==> src/pkg/bisd_pkg.sv <==
`default_nettype none
package bisd_pkg;
  // ----------------------------------------
  // Instruction encoding
  // ----------------------------------------
  localparam int INSN_W = 14;
  localparam int PC_W = 13;
  localparam int FADDR_W = 7;
  localparam int IMM_W = 11;
  localparam logic [2:0] OP_BRANCH = 3'h5;
  localparam logic [5:0] OP_INCR = 6'h0a;
  localparam logic [5:0] OP_SWAP = 6'h0e;
  localparam int DEST_BIT = 7;
  localparam int LATCH_LO = 3;
  localparam int LATCH_HI = 4;
  // ----------------------------------------
  // Reset values
  // ----------------------------------------
  localparam logic [12:0] PC_RST = 13'h0000;
  localparam logic [7:0] W_RST = 8'h00;
  localparam logic Z_RST = 1'b0;

  typedef struct packed {
    logic valid;
    logic [13:0] word;
  } bisd_insn_s;

  typedef struct packed {
    logic we;
    logic [6:0] addr;
    logic [7:0] data;
  } bisd_fwr_s;
endpackage : bisd_pkg
`default_nettype wire

==> src/hdl/bisd_core.sv <==
// Functional notes
// RULE1: Top bits 101 decode as absolute branch
// RULE2: Branch loads immediate into pc bits 10:0
// RULE3: Latch bits 4:3 go to pc 12:11
// RULE4: Branch takes two cycles, flags unchanged
// RULE5: Increment file register, zero flag from result
// RULE6: Increment with d=0 writes working register
// RULE7: Increment with d=1 writes file register
// RULE8: Swap exchanges nibbles, flags unchanged
// RULE9: Swap writes w if d=0, file if d=1
// RULE10: Increment and swap take one cycle
`timescale 1ns/1ps
`default_nettype none
module bisd_core
  import bisd_pkg::*;
(
  input wire logic clock,
  input wire logic rst_n,
  input wire logic cycle_en,
  input wire bisd_pkg::bisd_insn_s insn,
  input wire logic [7:0] pc_latch_high,
  input wire logic [7:0] file_rdata,
  output logic [6:0] file_raddr,
  output bisd_pkg::bisd_fwr_s file_wr,
  output logic [12:0] pc,
  output logic [7:0] w_out,
  output logic zero_flag,
  output logic busy
);
  import bisd_pkg::*;

  // ----------------------------------------
  // Decode
  // ----------------------------------------
  typedef enum logic [1:0] {ST_RUN = 2'h1, ST_FLUSH = 2'h2} bisd_state_e;
  bisd_state_e state_reg, state_next;
  logic [12:0] pc_reg, pc_next;
  logic [7:0] w_reg, w_next;
  logic z_reg, z_next;
  bisd_fwr_s fwr_reg, fwr_next;
  logic is_branch, is_incr, is_swap, dest_f, take;
  logic [7:0] incr_val, swap_val;

  assign take = cycle_en && insn.valid && (state_reg == ST_RUN);
  assign is_branch = take && (insn.word[13:11] == OP_BRANCH); // RULE1
  assign is_incr = take && (insn.word[13:8] == OP_INCR); // RULE5
  assign is_swap = take && (insn.word[13:8] == OP_SWAP); // RULE8
  assign dest_f = insn.word[DEST_BIT];
  assign file_raddr = insn.word[FADDR_W-1:0];
  assign incr_val = file_rdata + 8'h01; // RULE5
  assign swap_val = {file_rdata[3:0], file_rdata[7:4]}; // RULE8

  // ----------------------------------------
  // Next state
  // ----------------------------------------
  always_comb
  begin
    state_next = state_reg;
    pc_next = pc_reg;
    w_next = w_reg;
    z_next = z_reg;
    fwr_next = '0;
    fwr_next.addr = file_raddr;
    if (cycle_en)
    begin
      unique case (state_reg)
        ST_RUN:
        begin
          if (insn.valid)
          begin
            pc_next = pc_reg + 13'h0001;
          end
          if (is_branch)
          begin
            pc_next = {pc_latch_high[LATCH_HI:LATCH_LO], insn.word[IMM_W-1:0]}; // RULE2 RULE3
            state_next = ST_FLUSH; // RULE4
          end
          else if (is_incr || is_swap) // RULE10
          begin
            if (is_incr)
            begin
              z_next = (incr_val == 8'h00); // RULE5
            end
            if (dest_f)
            begin
              fwr_next.we = 1'b1; // RULE7 RULE9
              fwr_next.data = is_incr ? incr_val : swap_val;
            end
            else
            begin
              w_next = is_incr ? incr_val : swap_val; // RULE6 RULE9
            end
          end
        end
        ST_FLUSH:
        begin
          state_next = ST_RUN; // RULE4
        end
      endcase
    end
  end

  // ----------------------------------------
  // Registers
  // ----------------------------------------
  always_ff @(posedge clock or negedge rst_n)
  begin
    if (!rst_n)
    begin
      state_reg <= ST_RUN;
      pc_reg <= PC_RST;
      w_reg <= W_RST;
      z_reg <= Z_RST;
      fwr_reg <= '0;
    end
    else
    begin
      state_reg <= state_next;
      pc_reg <= pc_next;
      w_reg <= w_next;
      z_reg <= z_next;
      fwr_reg <= fwr_next;
    end
  end

  // ----------------------------------------
  // Outputs
  // ----------------------------------------
  assign pc = pc_reg;
  assign w_out = w_reg;
  assign zero_flag = z_reg;
  assign file_wr = fwr_reg;
  assign busy = (state_reg == ST_FLUSH);

  // ----------------------------------------
  // Assertions
  // ----------------------------------------
  a_branch_target: assert property (@(posedge clock) disable iff (!rst_n) // RULE2
    is_branch |=> pc[10:0] == $past(insn.word[10:0]))
    else $error("branch low pc wrong");

  a_branch_upper: assert property (@(posedge clock) disable iff (!rst_n) // RULE3
    is_branch |=> pc[12:11] == $past(pc_latch_high[4:3]))
    else $error("branch upper pc wrong");

  a_branch_two: assert property (@(posedge clock) disable iff (!rst_n) // RULE4
    is_branch |=> busy && $stable(zero_flag) ##1 (!busy || !$past(cycle_en)))
    else $error("branch cycle count wrong");

  a_branch_quiet: assert property (@(posedge clock) disable iff (!rst_n) // RULE4
    is_branch |=> !file_wr.we && $stable(w_out))
    else $error("branch touched data");

  a_flush_drop: assert property (@(posedge clock) disable iff (!rst_n) // RULE4
    busy && cycle_en |=> !busy && !file_wr.we && $stable(pc) && $stable(w_out)
      && $stable(zero_flag))
    else $error("flush cycle not dropped");

  a_decode_branch: assert property (@(posedge clock) disable iff (!rst_n) // RULE1
    take && insn.word[13:11] == 3'h5 |=> busy)
    else $error("branch not decoded");

  a_other_skip: assert property (@(posedge clock) disable iff (!rst_n) // RULE1
    take && !is_branch && !is_incr && !is_swap |=> pc == $past(pc) + 13'h0001
      && $stable(w_out) && $stable(zero_flag) && !file_wr.we && !busy)
    else $error("other opcode had effect");

  a_incr_zero: assert property (@(posedge clock) disable iff (!rst_n) // RULE5
    is_incr |=> zero_flag == ($past(file_rdata) == 8'hff))
    else $error("zero flag wrong");

  a_decode_incr: assert property (@(posedge clock) disable iff (!rst_n) // RULE5
    take && insn.word[13:8] == 6'h0a |=> zero_flag == ($past(file_rdata) == 8'hff))
    else $error("increment not decoded");

  a_incr_w: assert property (@(posedge clock) disable iff (!rst_n) // RULE6
    is_incr && !dest_f |=> w_out == $past(file_rdata) + 8'h01 && !file_wr.we)
    else $error("increment to w wrong");

  a_incr_file: assert property (@(posedge clock) disable iff (!rst_n) // RULE7
    is_incr && dest_f |=> file_wr.we && file_wr.data == $past(file_rdata) + 8'h01
      && $stable(w_out))
    else $error("increment to file wrong");

  a_swap_flags: assert property (@(posedge clock) disable iff (!rst_n) // RULE8
    is_swap |=> $stable(zero_flag))
    else $error("swap changed flag");

  a_swap_dest: assert property (@(posedge clock) disable iff (!rst_n) // RULE9
    is_swap && !dest_f |=> w_out == {$past(file_rdata[3:0]), $past(file_rdata[7:4])})
    else $error("swap to w wrong");

  a_swap_file: assert property (@(posedge clock) disable iff (!rst_n) // RULE9
    is_swap && dest_f |=> file_wr.we && file_wr.data == {$past(file_rdata[3:0]),
      $past(file_rdata[7:4])} && $stable(w_out))
    else $error("swap to file wrong");

  a_decode_swap: assert property (@(posedge clock) disable iff (!rst_n) // RULE8
    take && insn.word[13:8] == 6'h0e && insn.word[7] |=> file_wr.we
      && file_wr.data == {$past(file_rdata[3:0]), $past(file_rdata[7:4])})
    else $error("swap not decoded");

  a_single_cycle: assert property (@(posedge clock) disable iff (!rst_n) // RULE10
    (is_incr || is_swap) |=> !busy)
    else $error("single cycle op stalled");

  a_pc_step: assert property (@(posedge clock) disable iff (!rst_n) // RULE10
    (is_incr || is_swap) |=> pc == $past(pc) + 13'h0001)
    else $error("pc step wrong");

  a_idle_hold: assert property (@(posedge clock) disable iff (!rst_n) // RULE10
    !cycle_en |=> $stable(pc) && $stable(w_out) && $stable(zero_flag) && !file_wr.we)
    else $error("state moved without enable");

  // ----------------------------------------
  // Covers
  // ----------------------------------------
  c_branch: cover property (@(posedge clock) disable iff (!rst_n) is_branch);
  c_incr_wrap: cover property (@(posedge clock) disable iff (!rst_n)
    is_incr && file_rdata == 8'hff);
  c_swap_file: cover property (@(posedge clock) disable iff (!rst_n) is_swap && dest_f);
  c_flush_drop: cover property (@(posedge clock) disable iff (!rst_n)
    busy && cycle_en && insn.valid);
  c_incr_w: cover property (@(posedge clock) disable iff (!rst_n) is_incr && !dest_f);
endmodule : bisd_core
`default_nettype wire

==> config.mk <==
export PLATFORM = sky130hd
export DESIGN_NAME = bisd_core
export DESIGN_NICKNAME = d
export VERILOG_FILES = /design/src/pkg/bisd_pkg.sv /design/src/hdl/bisd_core.sv
export SDC_FILE = /design/constraint.sdc
export NUM_CORES = 1
export LEC_CHECK = 0
export BUFFER_PORTS_ARGS = -buffer_cell sky130_fd_sc_hd__clkbuf_2
export CAP_MARGIN = 20
export CORE_MARGIN = 4
export CORE_UTILIZATION = 49
export CTS_CLUSTER_SIZE = 16
export DETAILED_ROUTE_END_ITERATION = 10
export GPL_ROUTABILITY_DRIVEN = 0
export PLACE_DENSITY = 0.76
export SLEW_MARGIN = 10
export SYNTH_ARGS = -nofsm -noshare
export SYNTH_HDL_FRONTEND = slang
export SYNTH_SLANG_ARGS = --single-unit
export TNS_END_PERCENT = 10
==> constraint.sdc <==
create_clock -name clock -period 2.26 [get_ports clock]
set_input_delay 0.113 -clock clock [delete_from_list [all_inputs] [get_ports clock]]
set_output_delay 0.113 -clock clock [all_outputs]
set_load 0.02 [all_outputs]
---- Word level (Yosys, flattened, before mapping) ----
Cells that the tools add are included.
word-level totals
  input port bits ......................... 34
  output and inout port bits .............. 46
  word-level logic and storage cells ...... 44
  register bits after elaboration ......... 40
cells by class
  bitwise gates (word level) .............. 2
  add/sub/neg operators ................... 2
  eq/ne operators ......................... 6
  reduce and logical (&&, ||, !) cells .... 12
  mux-type cells .......................... 15
operators with widths
  kind                                                  number
  2-to-1 mux 8 bit                                      6
  2-to-1 mux 13 bit                                     2
  adder 13 x 1 -> 13 bit (second input constant)        1
  equality test 6 x 4 -> 1 bit (second input constant)  2
  AND reduction 5 bit                                   2
  adder 8 x 1 -> 8 bit (second input constant)          1
  zero test 8 bit                                       1
  logical AND 1 bit                                     5
  2-to-1 mux 1 bit                                      5
  case mux 2 bit (2 select lines)                       1
  equality test 3 bit (second input constant)           1
  AND reduction 3 bit                                   1
  equality test 2 x 1 -> 1 bit (second input constant)  1
  equality test 2 bit (second input constant)           1
  2-to-1 mux 2 bit                                      1
  inequality test 2 bit (second input constant)         1
  NOT 1 bit                                             2
  AND reduction 2 bit                                   1
  nonzero test 2 bit                                    1
  logical OR 1 bit                                      1

---- Logic depth before layout (Yosys ltp) ----
  depth in word-level cells ............... 9
  depth in mapped cells ................... 5
  gate-level depth less buffers ........... 5

---- Worst setup path before layout ----
Ideal clock, no wire load.
  path kind ............................... reg-to-reg
  start ................................... register state_reg[0]
  end ..................................... register z_reg (netlist: zero_flag)
  arrival time ............................ 1.647 ns
  data required time ...................... 2.168 ns
  stages on the path, launching flop included .. 5
  library setup time ...................... 0.092 ns
  path buffers ............................ 0
  path slack .............................. 0.521 ns
  period minus slack after synthesis ...... 1.739 ns
  cell sequence ........................... dfstp_2 > nand4b_4 > or4_4 > or2_1 > o31ai_2
between the ends
  longest elaborated chain between the ends .. 5
  elaborated cells on any way between the ends .. 8
  those cells by class .................... eq/ne (1); bitwise (1); reduce/logical (6)
RTL lines
  element                                        RTL line                                           source
  from (decl)                                    bisd_core.sv:36                                    bisd_state_e state_reg, state_next;
  from (signal assigned)                         bisd_core.sv:118                                   state_reg <= state_next;
  equality test 2 x 1 -> 1 bit *                 bisd_core.sv:44, bisd_core.sv:66
  logical AND 1 bit                              bisd_core.sv:44                                    assign take = cycle_en && insn.valid && (state_reg == ST_RUN);
  logical AND 1 bit (on tied branches)           bisd_core.sv:46, bisd_core.sv:45, bisd_core.sv:47
  logical OR 1 bit or NOT 1 bit (tied branches)  --
  AND reduction 5 bit (no source line) *         --
  to (signal assigned)                           bisd_core.sv:121                                   z_reg <= z_next;
  to (decl)                                      bisd_core.sv:39                                    logic z_reg, z_next;
Every way passes the cells marked *; elsewhere a longest branch is shown, timed or not.
A chain may end at the register's enable or synchronous reset.

---- Worst setup path in the final report ----
Ends and elaborated chain as after synthesis.

==> flow_summary.json <==
{
  "path_max_fanout": 7,
  "fin_crit_ns": 1.88,
  "grt_pass1_vias": 1866,
  "nNetsFinal": 331,
  "arrival_ns": 2.09,
  "synth_edf_count": 0,
  "synth_area_mm2": 0.00210,
  "async_flop_share_pct": 100,
  "postSynthAreaPerCell_um2": 9.66,
  "rows": 23,
  "grt-ovfl-total": 0,
  "drt_iter0_markers": 79,
  "swShare_pct": 35.8,
  "io_buffers": 73,
  "relSlewSlack_pct": 64.9,
  "crit_buf_inv": 0,
  "whs_ns": 0.0568,
  "layout.cell_area.non_filler_mm2": 0.00270,
  "syn-instance-count": 217,
  "cap_violations": 0,
  "diodes": 0,
  "totalNegativeSetupSlack_ns": 0,
  "vias": 1917,
  "grt_antenna_before_repair": 0,
  "crit_family": "simple AND/OR/NAND/NOR gates",
  "drc": 0,
  "initial_core_util_pct": 51.6,
  "ys_types": 46,
  "die_area_mm2": 0.00539,
  "ys_ff_latch": 40,
  "p_clk_share_pct": 26.4,
  "htree_levels": 2,
  "first_pass_iters": 4,
  "endpoint_kind": "flip-flop",
  "cp.required_ns": 2.47,
  "worstSetupStartpointType": "flip-flop",
  "wl_um": 5240,
  "reg2regPathDepth": 4,
  "fmax_mhz": 533,
  "slew_viol_final": 0,
  "cts_sinks": 40,
  "hold_violations": 0,
  "clk_pin_slew_ns": 0.08,
  "combPwrFrac_pct": 28.2,
  "status": "finished clean",
  "grt_use_total_pct": 21.0,
  "p_sw_w": 0.000792,
  "drive_above_1_share_pct": 32.9,
  "cts_resized": 0,
  "cp.depth": 4,
  "cts_hold_buf": 7,
  "dpl_cell_area_mm2": 0.00248,
  "fillers": 345,
  "core-area_mm2": 0.00406,
  "critPathKind": "flip-flop to flip-flop",
  "io_pins": 80,
  "rsz0062_at_grt": "no",
  "worst_pin_slew_ns": 0.527,
  "slowest_stage": "dfstp_2",
  "numCtsBuffers": 5,
  "die_h_um": 73.4,
  "drtAntennaViolNets": 0,
  "clockRootBuffer": "clkbuf_8",
  "dpl.hpwl_um": 3750,
  "syn_nets": 254,
  "max_stage_delay_ns": 0.59,
  "avgViaCountPerCell": 5.56,
  "tritoncts": "yes",
  "seqPwrFrac_pct": 45.5,
  "post-cts-setup-buffers": 0,
  "die_w_um": 73.4,
  "wire_per_inst_um": 15.2,
  "largest_register_ffs": 16,
  "internal_power_w": 0.00142,
  "cellLeakagePower_nw": 1.32,
  "total_power_w": 0.00221,
  "synthToLayoutAreaGrowth_pct": 28.6,
  "power_density_mw_per_mm2": 821,
  "path_cells": "nand4b_4, or4_4, or2_1, o31ai_2",
  "holdPathStages": 2,
  "clock_latency_ns": 0.29,
  "yosysSeqAreaShare_pct": 47.8,
  "post-route-period-util_pct": 83.0,
  "final-setup-viol-count": 0,
  "worst_clock_skew_ns": 0.00349,
  "grt_pass1_wl_um": 8740,
  "cts_buffer_depth": 2,
  "synth_warnings": 0,
  "min_path_type": "primary input to flip-flop",
  "grt_max_degree": 41,
  "vdd_drop_max_mv": 0.370,
  "ys.flop_type": "dfrtp_1"
}
==> layout make-up <==
class	count	area (um2)	share of cell area (%)
clock buffer	6	72.6	2.69
multi-input combinational	146	960	35.6
clock inverter	2	35.0	1.30
inverter	14	52.6	1.95
sequential	40	1000	37.2
timing repair buffer	87	510	18.9
tap	50	62.6	2.32
==> cell usage after synthesis, drive strengths merged, types with 3 or more instances <==
| cell type | n | share of area [%] |
|---|---|---|
| inv | 14 | 2.5 |
| buf | 10 | 3.2 |
| ha | 3 | 1.8 |
| a21oi | 15 | 3.6 |
| nand3 | 9 | 2.4 |
| nor2 | 18 | 3.2 |
| clkbuf | 7 | 1.3 |
| nand2 | 12 | 2.1 |
| o22ai | 6 | 1.8 |
| nor3 | 10 | 2.4 |
| or2 | 4 | 1.2 |
| mux2i | 10 | 4.8 |
| a2bb2oi | 3 | 1.3 |
| a31oi | 3 | 0.90 |
| o21ai | 12 | 2.9 |
| nand4 | 4 | 1.2 |
| a22o | 3 | 1.3 |
| dfrtp | 39 | 47 |
| or4 | 3 | 1.3 |
==> power groups by stage <==
stage	registers (W)	clock network (W)	logic (W)
2_1_floorplan	0.00111	0	0.000272
3_3_place_gp	0.00101	0	0.000598
3_5_place_dp	0.00101	0	0.000612
4_1_cts	0.00100	0.000589	0.000623
5_1_grt	0.00103	0.000623	0.000690
6_report	0.00101	0.000583	0.000623
==> per-stage QoR <==
stage	std cells	worst slack (ns)	utilization (%)
6_report	345	0.385	66.4
5_1_grt	345	0.299	66.4
4_1_cts	343	0.384	65.5
3_5_place_dp	328	0.400	61.1
3_3_place_gp	328	0.430	61.1
2_1_floorplan	217	0.521	-
==> metal layers <==
metal | global-route usage, % | wire [um] | up-vias | part of all wire [%]
li1 | - | - | 929 | -
met1 | 26.0 | 2250 | 919 | 43
met2 | 35.1 | 2570 | 62 | 49
met3 | 5.88 | 344 | 7 | 6.6
met4 | 7.65 | 80 | 0 | 1.5
met5 | 0 | 0 | - | 0
==> final timing paths <==
kind                             startpoint     endpoint  slack (ns)
max reg2reg                    state_reg[0]    zero_flag        0.38
max in group asynchronous             rst_n  file_wr[13]        1.46
min                        pc_latch_high[3]       pc[11]        0.06
min reg2reg                       zero_flag    zero_flag        0.51
max                            state_reg[0]    zero_flag        0.38
min in group asynchronous             rst_n    zero_flag        0.32
==> cells in the final DEF (no fill, tap or decap), types with 2 or more instances in the layout <==
cell type      instances
or4_1                  2
dlygate4sd3_1          8
xnor2_1                2
nor3_1                10
nor2_1                18
buf_4                  5
mux2i_1               10
clkbuf_2              73
nor4_2                 2
a41o_1                 2
dfrtp_1               39
a22o_1                 3
nand2_1               12
nand3_1                8
and3_1                 2
or3_1                  2
a2bb2oi_1              3
a21oi_1               15
o22ai_1                6
inv_1                 14
or2_2                  3
o21ai_0               12
ha_1                   3
clkbuf_8               5
a221o_1                2
o21a_1                 2
nor2b_1                2
a31oi_1                3
xor2_1                 2
nand4_1                4
==> cell families after synthesis <==
| family | Yosys count | share of synthesized area [%] |
|---|---|---|
| adder cells (fa/ha/maj) | 3 | 1.79 |
| multiplexers | 11 | 5.31 |
| AND/OR/NAND/NOR | 76 | 20.2 |
| flip-flops | 40 | 47.8 |
| AO/OA/AOI/OAI | 52 | 16.2 |
| buffers and inverters | 31 | 6.99 |
| XOR/XNOR | 4 | 1.67 |
(Power assumes the default switching activity.)
